==> src/inc/epi_pkg.sv <==
// Purpose: shared constants for the external and pin-change interrupt flags
// Assumes: word-per-register bus map, byte address is four times the index
// Notes:   reserved bits read as zero everywhere
package epi_pkg;

  // ****************************************
  // register indices
  // ****************************************
  localparam logic [6:0] IDX_MASK0     = 7'h6b;
  localparam logic [6:0] IDX_MASK1     = 7'h6c;
  localparam logic [6:0] IDX_MASK2     = 7'h6d;
  localparam logic [6:0] IDX_PC_FLAGS  = 7'h1b;
  localparam logic [6:0] IDX_EXT_FLAGS = 7'h1c;
  localparam logic [6:0] IDX_EXT_EN    = 7'h1d;
  localparam logic [6:0] IDX_PC_EN     = 7'h68;
  localparam logic [6:0] IDX_SENSE     = 7'h69;
  localparam logic [6:0] IDX_NONE      = 7'h00;

  // ****************************************
  // reset values and field positions
  // ****************************************
  localparam logic [7:0] RST_BYTE   = 8'h00;
  localparam int         BIT_LINE_A = 0;
  localparam int         BIT_LINE_B = 1;
  localparam int         BIT_GRP0   = 0;
  localparam int         BIT_GRP1   = 1;
  localparam int         BIT_GRP2   = 2;
  localparam int         SENSE_A_LO = 0;
  localparam int         SENSE_B_LO = 2;
  localparam int         REQ_LINE_A = 0;
  localparam int         REQ_LINE_B = 1;
  localparam int         REQ_GRP0   = 2;
  localparam int         REQ_GRP1   = 3;
  localparam int         REQ_GRP2   = 4;
  localparam int         GRP0_W     = 8;
  localparam int         GRP1_W     = 7;
  localparam int         GRP2_W     = 8;
  localparam logic [2:0] HSIZE_WORD = 3'h2;

  // ****************************************
  // types
  // ****************************************
  typedef enum logic [1:0] {
    EPI_SENSE_LOW  = 2'b00,
    EPI_SENSE_ANY  = 2'b01,
    EPI_SENSE_FALL = 2'b10,
    EPI_SENSE_RISE = 2'b11
  } epi_sense_e;

endpackage : epi_pkg

==> src/core/epi_top.sv <==
// Purpose: flags and enables for two external lines and three change groups
// Assumes: AHB-Lite single slave, core supplies global enable and acks
// Notes:   reads take one wait state, writes none
`timescale 1ns/10ps

// Contract
// - edge on line sets its flag bit
// - vector only with flag (low level in low mode), enable, global
// - core taking vector clears flag
// - write one clears flag, zero keeps
// - low-level mode holds flag at zero
// - unused upper flag/enable bits read zero
// - group two needs enable and global
// - group one needs enable and global
// - group zero needs enable and global
// - masked change sets group flag bit
// - group vector needs flag, enable, global
// - mask bit gates pin, with group enable
// - group-one mask bit seven reads zero
// - sense codes low, any, fall, rise
// - pins trigger even when driven out
// - change detect needs no peripheral clock
module epi_top import epi_pkg::*; (
  input  wire logic              hclk,
  input  wire logic              hresetn,
  input  wire logic              hsel,
  input  wire logic [31:0]       haddr,
  input  wire logic [1:0]        htrans,
  input  wire logic              hwrite,
  input  wire logic [2:0]        hsize,
  input  wire logic [31:0]       hwdata,
  input  wire logic              hready,
  output logic                   hreadyout,
  output logic      [31:0]       hrdata,
  output logic                   hresp,
  input  wire logic              ext_line_a,
  input  wire logic              ext_line_b,
  input  wire logic [GRP0_W-1:0] change_inputs_low_group,
  input  wire logic [GRP1_W-1:0] change_inputs_mid_group,
  input  wire logic [GRP2_W-1:0] change_inputs_high_group,
  input  wire logic              global_irq_en,
  input  wire logic [4:0]        irq_ack,
  output logic      [4:0]        irq_req
);

  // ****************************************
  // declarations
  // ****************************************
  typedef enum logic [1:0] {
    EPI_BUS_IDLE = 2'b00,
    EPI_BUS_WR   = 2'b01,
    EPI_BUS_RDW  = 2'b10,
    EPI_BUS_RDD  = 2'b11
  } epi_bus_e;

  localparam int PIN_W = 2 + GRP0_W + GRP1_W + GRP2_W;

  epi_bus_e          state_q;
  logic [6:0]        idx_q;
  logic              take;
  logic [6:0]        idx_d;
  logic              wstb;
  logic [7:0]        wdat;
  logic [7:0]        rd_byte;
  logic [PIN_W-1:0]  pins_s;
  logic              line_a_s;
  logic              line_b_s;
  logic [7:0]        grp0_s;
  logic [6:0]        grp1_s;
  logic [7:0]        grp2_s;
  logic [7:0]        grp0_p_q;
  logic [6:0]        grp1_p_q;
  logic [7:0]        grp2_p_q;
  logic [7:0]        mask0_q;
  logic [6:0]        mask1_q;
  logic [7:0]        mask2_q;
  logic [2:0]        pc_en_q;
  logic [1:0]        ext_en_q;
  logic [3:0]        sense_q;
  logic [1:0]        ext_flag_q;
  logic [2:0]        pc_flag_q;
  logic [1:0]        trig;
  logic [1:0]        low_lvl;
  logic [1:0]        low_mode;
  logic [2:0]        pc_ev;
  logic [1:0]        ext_clr;
  logic [2:0]        pc_clr;
  epi_sense_e        sense_a;
  epi_sense_e        sense_b;

  // masked change in one group
  function automatic logic epi_chg(
    input logic [7:0] cur,
    input logic [7:0] prev,
    input logic [7:0] mask
  );
    epi_chg = |((cur ^ prev) & mask);
  endfunction : epi_chg

  // ****************************************
  // bus slave
  // ****************************************
  // address phase accept and decode
  assign take  = hsel && hready && htrans[1];
  assign idx_d = (haddr[31:9] == 23'h0 && haddr[1:0] == 2'b00 && hsize == HSIZE_WORD)
                 ? haddr[8:2] : IDX_NONE;
  assign wstb  = (state_q == EPI_BUS_WR);
  assign wdat  = hwdata[7:0];
  assign hreadyout = (state_q != EPI_BUS_RDW);
  assign hresp     = 1'b0;

  // transfer sequencing
  always_ff @(posedge hclk or negedge hresetn) begin
    if (!hresetn) begin
      state_q <= EPI_BUS_IDLE;
      idx_q   <= IDX_NONE;
    end else begin
      unique case (state_q)
        EPI_BUS_RDW: state_q <= EPI_BUS_RDD;
        EPI_BUS_IDLE, EPI_BUS_WR, EPI_BUS_RDD: begin
          if (take) begin
            state_q <= hwrite ? EPI_BUS_WR : EPI_BUS_RDW;
            idx_q   <= idx_d;
          end else begin
            state_q <= EPI_BUS_IDLE;
          end
        end
      endcase
    end
  end

  // read mux, unused bits zero
  always_comb begin
    rd_byte = 8'h00;
    unique case (idx_q)
      IDX_MASK0:     rd_byte = mask0_q;
      IDX_MASK1:     rd_byte = {1'b0, mask1_q};
      IDX_MASK2:     rd_byte = mask2_q;
      IDX_PC_FLAGS:  rd_byte = {5'h00, pc_flag_q};
      IDX_EXT_FLAGS: rd_byte = {6'h00, ext_flag_q & ~low_mode};
      IDX_EXT_EN:    rd_byte = {6'h00, ext_en_q};
      IDX_PC_EN:     rd_byte = {5'h00, pc_en_q};
      IDX_SENSE:     rd_byte = {4'h0, sense_q};
      default:       rd_byte = 8'h00;
    endcase
  end

  // read data captured in wait cycle
  always_ff @(posedge hclk or negedge hresetn) begin
    if (!hresetn) begin
      hrdata <= 32'h0000_0000;
    end else if (state_q == EPI_BUS_RDW) begin
      hrdata <= {24'h00_0000, rd_byte};
    end
  end

  // ****************************************
  // control registers
  // ****************************************
  // masks, enables, sense codes
  always_ff @(posedge hclk or negedge hresetn) begin
    if (!hresetn) begin
      mask0_q  <= RST_BYTE;
      mask1_q  <= RST_BYTE[6:0];
      mask2_q  <= RST_BYTE;
      pc_en_q  <= RST_BYTE[2:0];
      ext_en_q <= RST_BYTE[1:0];
      sense_q  <= RST_BYTE[3:0];
    end else if (wstb) begin
      if (idx_q == IDX_MASK0) mask0_q <= wdat;
      if (idx_q == IDX_MASK1) mask1_q <= wdat[6:0];
      if (idx_q == IDX_MASK2) mask2_q <= wdat;
      if (idx_q == IDX_PC_EN) pc_en_q <= wdat[2:0];
      if (idx_q == IDX_EXT_EN) ext_en_q <= wdat[1:0];
      if (idx_q == IDX_SENSE) sense_q <= wdat[3:0];
    end
  end

  assign sense_a = epi_sense_e'(sense_q[SENSE_A_LO +: 2]);
  assign sense_b = epi_sense_e'(sense_q[SENSE_B_LO +: 2]);
  assign low_mode = {sense_b == EPI_SENSE_LOW, sense_a == EPI_SENSE_LOW};

  // ****************************************
  // pin capture and detection
  // ****************************************
  // pins sampled whatever their port direction
  epi_sync #(
    .W (PIN_W)
  ) u_sync (
    .hclk    (hclk),
    .hresetn (hresetn),
    .d       ({ext_line_b, ext_line_a, change_inputs_high_group,
                change_inputs_mid_group, change_inputs_low_group}),
    .q       (pins_s)
  );

  assign {line_b_s, line_a_s, grp2_s, grp1_s, grp0_s} = pins_s;

  // sense per line
  epi_sense u_sense_a (
    .hclk    (hclk),
    .hresetn (hresetn),
    .line_s  (line_a_s),
    .mode    (sense_a),
    .trig    (trig[BIT_LINE_A]),
    .low_lvl (low_lvl[BIT_LINE_A])
  );

  epi_sense u_sense_b (
    .hclk    (hclk),
    .hresetn (hresetn),
    .line_s  (line_b_s),
    .mode    (sense_b),
    .trig    (trig[BIT_LINE_B]),
    .low_lvl (low_lvl[BIT_LINE_B])
  );

  // previous group levels, system clock only
  always_ff @(posedge hclk or negedge hresetn) begin
    if (!hresetn) begin
      grp0_p_q <= 8'h00;
      grp1_p_q <= 7'h00;
      grp2_p_q <= 8'h00;
    end else begin
      grp0_p_q <= grp0_s;
      grp1_p_q <= grp1_s;
      grp2_p_q <= grp2_s;
    end
  end

  // masked change, gated by group enable
  assign pc_ev[BIT_GRP0] = pc_en_q[BIT_GRP0] && epi_chg(grp0_s, grp0_p_q, mask0_q);
  assign pc_ev[BIT_GRP1] = pc_en_q[BIT_GRP1] &&
                           epi_chg({1'b0, grp1_s}, {1'b0, grp1_p_q}, {1'b0, mask1_q});
  assign pc_ev[BIT_GRP2] = pc_en_q[BIT_GRP2] && epi_chg(grp2_s, grp2_p_q, mask2_q);

  // ****************************************
  // flags
  // ****************************************
  // clear by write-one or by core ack
  assign ext_clr = ({2{wstb && idx_q == IDX_EXT_FLAGS}} & wdat[1:0])
                 | irq_ack[REQ_LINE_B:REQ_LINE_A];
  assign pc_clr  = ({3{wstb && idx_q == IDX_PC_FLAGS}} & wdat[2:0])
                 | irq_ack[REQ_GRP2:REQ_GRP0];

  // external flags, set wins over clear
  always_ff @(posedge hclk or negedge hresetn) begin
    if (!hresetn) begin
      ext_flag_q <= 2'b00;
    end else begin
      ext_flag_q <= ~low_mode & (trig | (ext_flag_q & ~ext_clr));
    end
  end

  // group flags, set wins over clear
  always_ff @(posedge hclk or negedge hresetn) begin
    if (!hresetn) begin
      pc_flag_q <= 3'b000;
    end else begin
      pc_flag_q <= pc_ev | (pc_flag_q & ~pc_clr);
    end
  end

  // ****************************************
  // requests to the core
  // ****************************************
  // flag (low level in low mode) and enable and global bit
  always_comb begin
    irq_req[REQ_LINE_A] = global_irq_en && ext_en_q[BIT_LINE_A] &&
      (low_mode[BIT_LINE_A] ? low_lvl[BIT_LINE_A] : ext_flag_q[BIT_LINE_A]);
    irq_req[REQ_LINE_B] = global_irq_en && ext_en_q[BIT_LINE_B] &&
      (low_mode[BIT_LINE_B] ? low_lvl[BIT_LINE_B] : ext_flag_q[BIT_LINE_B]);
    irq_req[REQ_GRP0] = global_irq_en && pc_en_q[BIT_GRP0] && pc_flag_q[BIT_GRP0];
    irq_req[REQ_GRP1] = global_irq_en && pc_en_q[BIT_GRP1] && pc_flag_q[BIT_GRP1];
    irq_req[REQ_GRP2] = global_irq_en && pc_en_q[BIT_GRP2] && pc_flag_q[BIT_GRP2];
  end
endmodule : epi_top

==> src/core/epi_sync.sv <==
// Purpose: two-stage synchroniser for a bundle of pin levels
// Assumes: each bit is an independent level
// Notes:   first stage feeds only the second
`timescale 1ns/10ps
module epi_sync #(
  parameter int W = 1
) (
  input  wire logic         hclk,
  input  wire logic         hresetn,
  input  wire logic [W-1:0] d,
  output logic      [W-1:0] q
);

  logic [W-1:0] s1_q;

  // two flops per bit
  always_ff @(posedge hclk or negedge hresetn) begin
    if (!hresetn) begin
      s1_q <= '0;
      q    <= '0;
    end else begin
      s1_q <= d;
      q    <= s1_q;
    end
  end

endmodule : epi_sync

==> src/core/epi_sense.sv <==
// Purpose: edge and level sense for one external line
// Assumes: line already synchronised to hclk
// Notes:   low mode gives no event, only a level
`timescale 1ns/10ps
module epi_sense import epi_pkg::*; (
  input  wire logic       hclk,
  input  wire logic       hresetn,
  input  wire logic       line_s,
  input  wire epi_sense_e mode,
  output logic            trig,
  output logic            low_lvl
);

  logic prev_q;

  // previous level for edge compare
  always_ff @(posedge hclk or negedge hresetn) begin
    if (!hresetn) begin
      prev_q <= 1'b1;
    end else begin
      prev_q <= line_s;
    end
  end

  // event by sense code
  always_comb begin
    unique case (mode)
      EPI_SENSE_LOW:  trig = 1'b0;
      EPI_SENSE_ANY:  trig = line_s ^ prev_q;
      EPI_SENSE_FALL: trig = prev_q & ~line_s;
      EPI_SENSE_RISE: trig = ~prev_q & line_s;
    endcase
  end

  assign low_lvl = (mode == EPI_SENSE_LOW) && !line_s;

endmodule : epi_sense

==> config.mk <==
export PLATFORM = sky130hd
export DESIGN_NAME = epi_top
export DESIGN_NICKNAME = d
export VERILOG_FILES = /design/src/inc/epi_pkg.sv /design/src/core/epi_top.sv /design/src/core/epi_sync.sv /design/src/core/epi_sense.sv
export SDC_FILE = /design/constraint.sdc
export NUM_CORES = 1
export LEC_CHECK = 0
export BUFFER_PORTS_ARGS = -buffer_cell sky130_fd_sc_hd__buf_2
export CORE_MARGIN = 1.5
export CORE_UTILIZATION = 52
export CTS_CLUSTER_SIZE = 16
export DETAILED_ROUTE_END_ITERATION = 10
export PLACE_DENSITY = 0.84
export SKIP_CTS_REPAIR_TIMING = 1
export SYNTH_ARGS = -nofsm -noshare
export SYNTH_HDL_FRONTEND = slang
export SYNTH_SLANG_ARGS = --single-unit
==> constraint.sdc <==
create_clock -name hclk -period 1.7 [get_ports hclk]
set_input_delay 0.085 -clock hclk [delete_from_list [all_inputs] [get_ports hclk]]
set_output_delay 0.085 -clock hclk [all_outputs]
set_load 0.02 [all_outputs]
==> out/metrics.cfg, run 1 <==
[hold_path]
hp-class = primary input to flop
min-delay-start = haddr[30]

[placed_design]
dpl_cell_area_sq_um = 5776
routabilityCongestion = 0.8524
place_inst = 613
hpwl_mm = 7.745
dp_slack_ps = 46.39
io_buffer_count = 93

[routing]
finalWirelength_mm = 11.67
antenna_left = 0
remaining_drc_errors = 0
drt_first_pass_iters = 4
drt-wirelength-per-cell_um = 16.75
drt-initial-drc-count = 290
vias = 3630
viasPerCell = 5.208

[timing]
timing.final.crit_period_ps = 1661
maxSlewViolCount = 0
rsz0062_at_grt = yes
setup_viol = 0
final.setup_skew_ps = 5.500
fin_crit_sh_pct = 97.71
max_freq_mhz = 602.0
tns_ps = 0
worst_slack_ps = 38.95
hold_viol = 0

[final_layout]
nets = 660
num_antenna_cells = 0
final_core_util_pct = 71.46
fillers = 675
area_growth_pct = 34.07
drive_gt1_share_pct = 35.28
finalInstanceArea_sq_um = 6953
fin_cells = 697
ff_latch_area_sq_um = 3234
multi_input_area_sq_um = 1780

[setup_path]
worstSetupEndpoint = irq_req[1]
worst-setup-path-type = flop to output pin
end_kind = output pin
critPathArrivalTime_ps = 1580
r2r-start = idx_q[0]$_DFFE_PN0P_
critPathLaunch = sense_q[2]$_DFFE_PN0P_
crit_required_ps = 1620
cp_max_fo = 5
r2r_end = hrdata[2]$_DFFE_PN0N_
worstRegToRegCells = 4
critPathLaunchType = flop
rrSetupSlack_ps = 60

[global_route]
grt_max_degree = 56
gr-total-overflow = 0
grtUsageTotal_pct = 22.17
grt_pass1_vias = 3500
antenna_found_initial = 0
grt_pass1_wl_mm = 17.15

[power_and_ir_drop]
switching_share_pct = 23.28
ir_drop_uv = 796.1
p_comb_share_pct = 7.9
p_sw_w = 0.001750
seq_power_share_pct = 43.5
pwr-share-clk_pct = 48.6
power.density_nw_per_um2 = 1082
p_int_w = 0.005770
power_leakage_nw = 3.258

[clocking]
cts_max_path_buffers = 2
cts.sinks = 129
cts_buffers = 17
cts.clk_slew.worst_paths_ps = 60
worstSkewPairLatency_ps = 510
cts_root_buffer = clkbuf_8
cts_tree = yes
h-tree-depth = 4

[synthesis]
syn_inst = 385
synth_edf_count = 0
avgSynthCellArea_sq_um = 13.47
synth_seq_cells = 129
yosys_warnings = 0
ys.flop_type = dfrtp_1
yosysSeqAreaShare_pct = 62.29
yosys.cell_types.count = 54
syn_area_sq_um = 5186
async_reset_ff_share_pct = 100.0

[floorplan]
floorplan.core_area_sq_um = 9729
io_pins = 144
die_w_um = 102.9
die_area_sq_um = 10580
die_h_um = 102.9
rows = 36
start_util_pct = 53.31

[outcome]
status = finished clean

[job]
drv_cap = 0

state kept, by name (all words and copies together), names as in the netlist:
| register | count |
|---|---|
| grp2_p_q | 8 |
| mask2_q | 8 |
| hrdata | 8 |
| grp0_p_q | 8 |
| pc_flag_q | 3 |
| mask0_q | 8 |
| state_q | 2 |
| grp1_p_q | 7 |
| u_sense_b.prev_q | 1 |
| sense_q | 4 |
| u_sync.s1_q | 25 |
| mask1_q | 7 |
| u_sync.q | 25 |
| pc_en_q | 3 |
| ext_flag_q | 2 |
| u_sense_a.prev_q | 1 |
| idx_q | 7 |
| ext_en_q | 2 |
cells by family after synthesis:
group,Yosys count,share of synthesized area (%)
AO/OA/AOI/OAI,63,8.806
buffers and inverters,47,5.838
AND/OR/NAND/NOR,81,9.481
adder cells (fa/ha/maj),4,0.9651
other,1,0.07231
flip-flops,129,62.29
XOR/XNOR,23,3.884
multiplexers,37,8.661
stage by stage:
stage	total power, W	hold slack (ps)
2_1_floorplan	0.003582	-210.6
3_3_place_gp	0.003772	49.16
3_5_place_dp	0.003796	56.25
4_1_cts	0.007451	-491.0
5_1_grt	0.007777	78.99
6_report	0.007520	60.99
area by class of cell:
cell class / count / area share (%)
sequential: 129 / 46.52
tap: 133 / 2.393
clock buffer: 18 / 6.154
timing repair buffer: 158 / 16.05
clock inverter: 14 / 2.627
multi-input combinational: 233 / 25.61
inverter: 12 / 0.6478
power by group through the flow:
| stage | registers (W) | logic (W) | clock network [W] |
|---|---|---|---|
| finish | 0.00327 | 0.000595 | 0.00365 |
| detailed placement | 0.00332 | 0.000474 | 0 |
| global placement | 0.00331 | 0.000460 | 0 |
| CTS | 0.00327 | 0.000480 | 0.00370 |
| global route | 0.00329 | 0.000651 | 0.00384 |
| floorplan | 0.00330 | 0.000280 | 0 |
worst max-delay path, stage by stage, from the launching register on:
cell and delay, ps:
dfrtp_1 400, buf_6 140, nor2_4 100, nor2_2 50
a211oi_2 210, buf_4 170
cell usage in the layout (no fill, tap or decap), drive strengths merged, types with 2 or more instances in the layout:
cell | netlist | layout
dfrtp | 127 | 127
buf | 34 | 108
dlygate4sd3 | 0 | 50
mux2 | 32 | 32
conb | 1 | 25
xor2 | 23 | 23
nand2 | 20 | 20
clkbuf | 1 | 18
nor2 | 16 | 16
inv | 12 | 14
a22oi | 13 | 13
o21ai | 12 | 12
nand3 | 11 | 11
a22o | 9 | 9
clkinv | 0 | 7
nor4 | 6 | 6
and3 | 6 | 6
a32o | 5 | 5
nand4 | 5 | 5
a21oi | 5 | 5
nor2b | 5 | 5
mux2i | 4 | 4
a31oi | 4 | 4
ha | 4 | 4
o22ai | 3 | 3
bufinv | 0 | 3
and2b | 2 | 2
a2bb2oi | 2 | 2
nand3b | 2 | 2
o211ai | 2 | 2
a32oi | 2 | 2
clkinvlp | 0 | 2
dfstp | 2 | 2
cells in the mapped netlist, types with 2 or more instances:
cell type | count | area share [%]
o22ai_1 | 3 | 0.36
mux2_4 | 7 | 2.0
nand2_1 | 20 | 1.4
a31oi_1 | 4 | 0.48
xor2_1 | 23 | 3.9
and2b_1 | 2 | 0.29
nand4_1 | 5 | 0.60
and3_1 | 4 | 0.48
buf_4 | 26 | 3.8
nand3_1 | 9 | 0.87
a22oi_1 | 13 | 1.9
nor2_4 | 2 | 0.43
nor4_1 | 6 | 0.72
mux2i_1 | 4 | 0.77
a22o_1 | 8 | 1.4
dfrtp_1 | 127 | 61
buf_2 | 5 | 0.48
a21oi_1 | 5 | 0.48
ha_1 | 4 | 0.97
a32o_1 | 5 | 0.97
nand3b_1 | 2 | 0.29
mux2_2 | 25 | 5.4
nor2b_1 | 4 | 0.48
nor2_1 | 14 | 1.0
buf_6 | 3 | 0.65
a2bb2oi_1 | 2 | 0.34
a32oi_1 | 2 | 0.34
dfstp_2 | 2 | 1.0
o211ai_1 | 2 | 0.29
o21ai_0 | 12 | 1.2
inv_1 | 12 | 0.87
worst min path at each step:
stage                                          end  slack [ps]  cells after the start
after floorplan            ext_en_q[0]$_DFFE_PN0P_        -210                      0
after global placement    u_sync.s1_q[2]$_DFF_PN0_          50                      1
after detailed placement  u_sync.s1_q[5]$_DFF_PN0_          60                      1
after CTS                 u_sync.s1_q[5]$_DFF_PN0_        -490                      1
after global routing          idx_q[5]$_DFFE_PN0P_          80                      5
final                         idx_q[0]$_DFFE_PN0P_          60                      5
per-layer routing:
metal | GRT usage [%] | wire length [um] | share of wire [%]
met1 | 26.09 | 4660 | 40
met2 | 38.56 | 6295 | 54
met3 | 6.441 | 553 | 4.7
met4 | 8.732 | 165 | 1.4
met5 | 0 | 0 | 0
Power figures use the tool's default switching activity.
==> run 2: changes to the inputs <==
Settings changed: CORE_ASPECT_RATIO set to 1.2.
==> run 2 against run 1 <==
The run now ends with hold timing left. Maximum frequency rose by 2.7%. First-iteration DRC count fell by 46%. Setup slack improved by 43 ps. Worst hold slack got worse by 84 ps. Utilization fell by 1.5 points. Critical endpoint is now mask2_q[4]$_DFFE_PN0P_. Largest cell class unchanged.
==> out/metrics.cfg, run 2 (synthesized netlist as in run 1, its figures left out) <==
[clocking]
cts.clk_slew.worst_paths_ps = 50  ; was 60 ps
cts_buffers = 17  ; unchanged
worstSkewPairLatency_ps = 410  ; was 510 ps
cts_root_buffer = clkbuf_16  ; was clkbuf_8
cts_tree = yes  ; unchanged
cts_max_path_buffers = 2  ; unchanged
cts.sinks = 129  ; unchanged
h-tree-depth = 4  ; unchanged

[setup_path]
cp_max_fo = 8  ; was 5
critPathArrivalTime_ps = 1900  ; was 1580 ps
crit_required_ps = 1980  ; was 1620 ps
crit_path_top_delay_cell = dfrtp_1  ; unchanged
worst-setup-path-type = flop to flop  ; was flop to output pin
path_cells = nor2b_4 > nand3_1 > nor2_4 > mux2_2  ; was buf_6 > nor2_4 > nor2_2 > a211oi_2 > buf_4
slowest_delay_ps = 440  ; was 400 ps
end_kind = flop  ; was output pin
critPathLaunchType = flop  ; unchanged

[final_layout]
reg_top3 = u_sync.q: 25 flops, u_sync.s1_q: 25 flops  ; unchanged
area_growth_pct = 29.65  ; was 34.07%
layout_common_cells = dfrtp_1, buf_2, dlygate4sd3_1  ; unchanged
num_antenna_cells = 0  ; unchanged
multi_input_area_sq_um = 1754  ; was 1780 sq um
final_core_util_pct = 69.95  ; was 71.46%
drive_gt1_share_pct = 33.58  ; was 35.28%
finalInstanceArea_sq_um = 6724  ; was 6953 sq um
fillers = 698  ; was 675
final_common_cell = dfrtp_1  ; unchanged
ff_latch_area_sq_um = 3232  ; was 3234 sq um
nets = 648  ; was 660

[routing]
drt-wirelength-per-cell_um = 16.59  ; was 16.75 um
remaining_drc_errors = 0  ; unchanged
drt-initial-drc-count = 157  ; was 290
viasPerCell = 5.335  ; was 5.208
drt_first_pass_iters = 5  ; was 4
vias = 3580  ; was 3630
finalWirelength_mm = 11.13  ; was 11.67 mm
antenna_left = 0  ; unchanged

[timing]
hold_slack_ps = -23.03  ; was 60.99 ps
setup_viol = 0  ; unchanged
rsz0062_at_grt = no  ; was yes
hold_viol = 2  ; was 0
maxSlewViolCount = 0  ; unchanged
tns_ps = 0  ; unchanged
max_freq_mhz = 618.0  ; was 602.0 MHz
fin_crit_sh_pct = 95.18  ; was 97.71%
final.setup_skew_ps = 6.811  ; was 5.500 ps
timing.final.crit_period_ps = 1618  ; was 1661 ps

[global_route]
grt_max_degree = 88  ; was 56
grt_pass1_vias = 3551  ; was 3500
grtUsageTotal_pct = 22.08  ; was 22.17%
antenna_found_initial = 0  ; unchanged
gr-total-overflow = 0  ; unchanged
grt_pass1_wl_mm = 17.23  ; was 17.15 mm

[power_and_ir_drop]
power_leakage_nw = 3.182  ; was 3.258 nW
ir_drop_uv = 725.3  ; was 796.1 uV
power.density_nw_per_um2 = 1070  ; was 1082 nW/um^2
power_w = 0.007197  ; was 0.007520 W

[floorplan]
die_w_um = 94.17  ; was 102.9 um
rows = 39  ; was 36
die_h_um = 112.4  ; was 102.9 um
die_area_sq_um = 10580  ; about the same
io_pins = 144  ; unchanged
floorplan.core_area_sq_um = 9613  ; was 9729 sq um
start_util_pct = 53.95  ; was 53.31%

[placed_design]
hpwl_mm = 7.777  ; was 7.745 mm
routabilityCongestion = 0.8900  ; was 0.8524
dpl_cell_area_sq_um = 5763  ; was 5776 sq um
io_buffer_count = 93  ; unchanged

[outcome]
violations = hold timing
status = finished with violations  ; was finished clean

[hold_path]
hp-class = primary input to flop  ; unchanged

[job]
drv_cap = 0  ; unchanged

==> run 2: cell types whose count changed in the layout (fill, tap and decap cells not counted), sizes merged <==
cell / change
bufinv: -1
inv: -2
dlygate4sd3: -10
buf: -2
clkinvlp: -1
clkbuf: +3
clkinv: -3
==> run 2: routing by layer <==
layer	share of wire, %	wire length, um	GRT usage [%]
met1	39	4367	25.46
met2	54	5958	37.41
met3	5.0	561	6.098
met4	2.2	244	10.95
met5	0	0	0
==> run 2: power breakdown <==
| group | switching [W] | total (W) | internal, W |
|---|---|---|---|
| clock | 0.00118 | 0.00336 | 0.00218 |
| combinational | 0.000308 | 0.000565 | 0.000257 |
| sequential | 0.0000706 | 0.00327 | 0.00320 |
==> run 2: per-stage QoR <==
| stage | worst slack (ps) | cells | hold slack [ps] |
|---|---|---|---|
| after floorplan | 151.3 | 409 | -210.6 |
| after global placement | 73.11 | 603 | 84.40 |
| after detailed placement | 22.47 | 603 | 86.94 |
| after CTS | 6.153 | 631 | -350.2 |
| after global routing | 17.33 | 671 | 15.49 |
| final | 81.92 | 671 | -23.03 |
==> run 2: final cells by class <==
| cell class | count | area share (%) |
|---|---|---|
| flip-flops and latches | 129 | 48.06 |
| multi-input cells | 233 | 26.09 |
| repair buffers | 146 | 14.74 |
| clock buffers | 21 | 6.848 |
| well taps | 123 | 2.289 |
| clock inverters | 7 | 1.303 |
| inverters | 12 | 0.6699 |
==> run 2: worst max-delay path, delay by kind of cell (launching register included) <==
| family | cells | cell delay [ps] |
|---|---|---|
| and+or+nand+nor | 3 | 680 |
| muxes | 1 | 380 |
| DFF | 1 | 440 |
==> run 2: final timing paths <==
kind	cells after the start	slack, ps	to	startpoint
hold reg to reg	0	340	u_sync.q[3]$_DFF_PN0_	u_sync.s1_q[3]$_DFF_PN0_
max in group asynchronous	3	1080	grp0_p_q[5]$_DFF_PN0_	hresetn
hold / removal	3	-20	state_q[0]$_DFF_PN0_	hready
setup / recovery	4	80	mask2_q[4]$_DFFE_PN0P_	idx_q[1]$_DFFE_PN0P_
min in group asynchronous	3	210	sense_q[1]$_DFFE_PN0P_	hresetn
setup reg to reg	4	80	mask2_q[4]$_DFFE_PN0P_	idx_q[1]$_DFFE_PN0P_
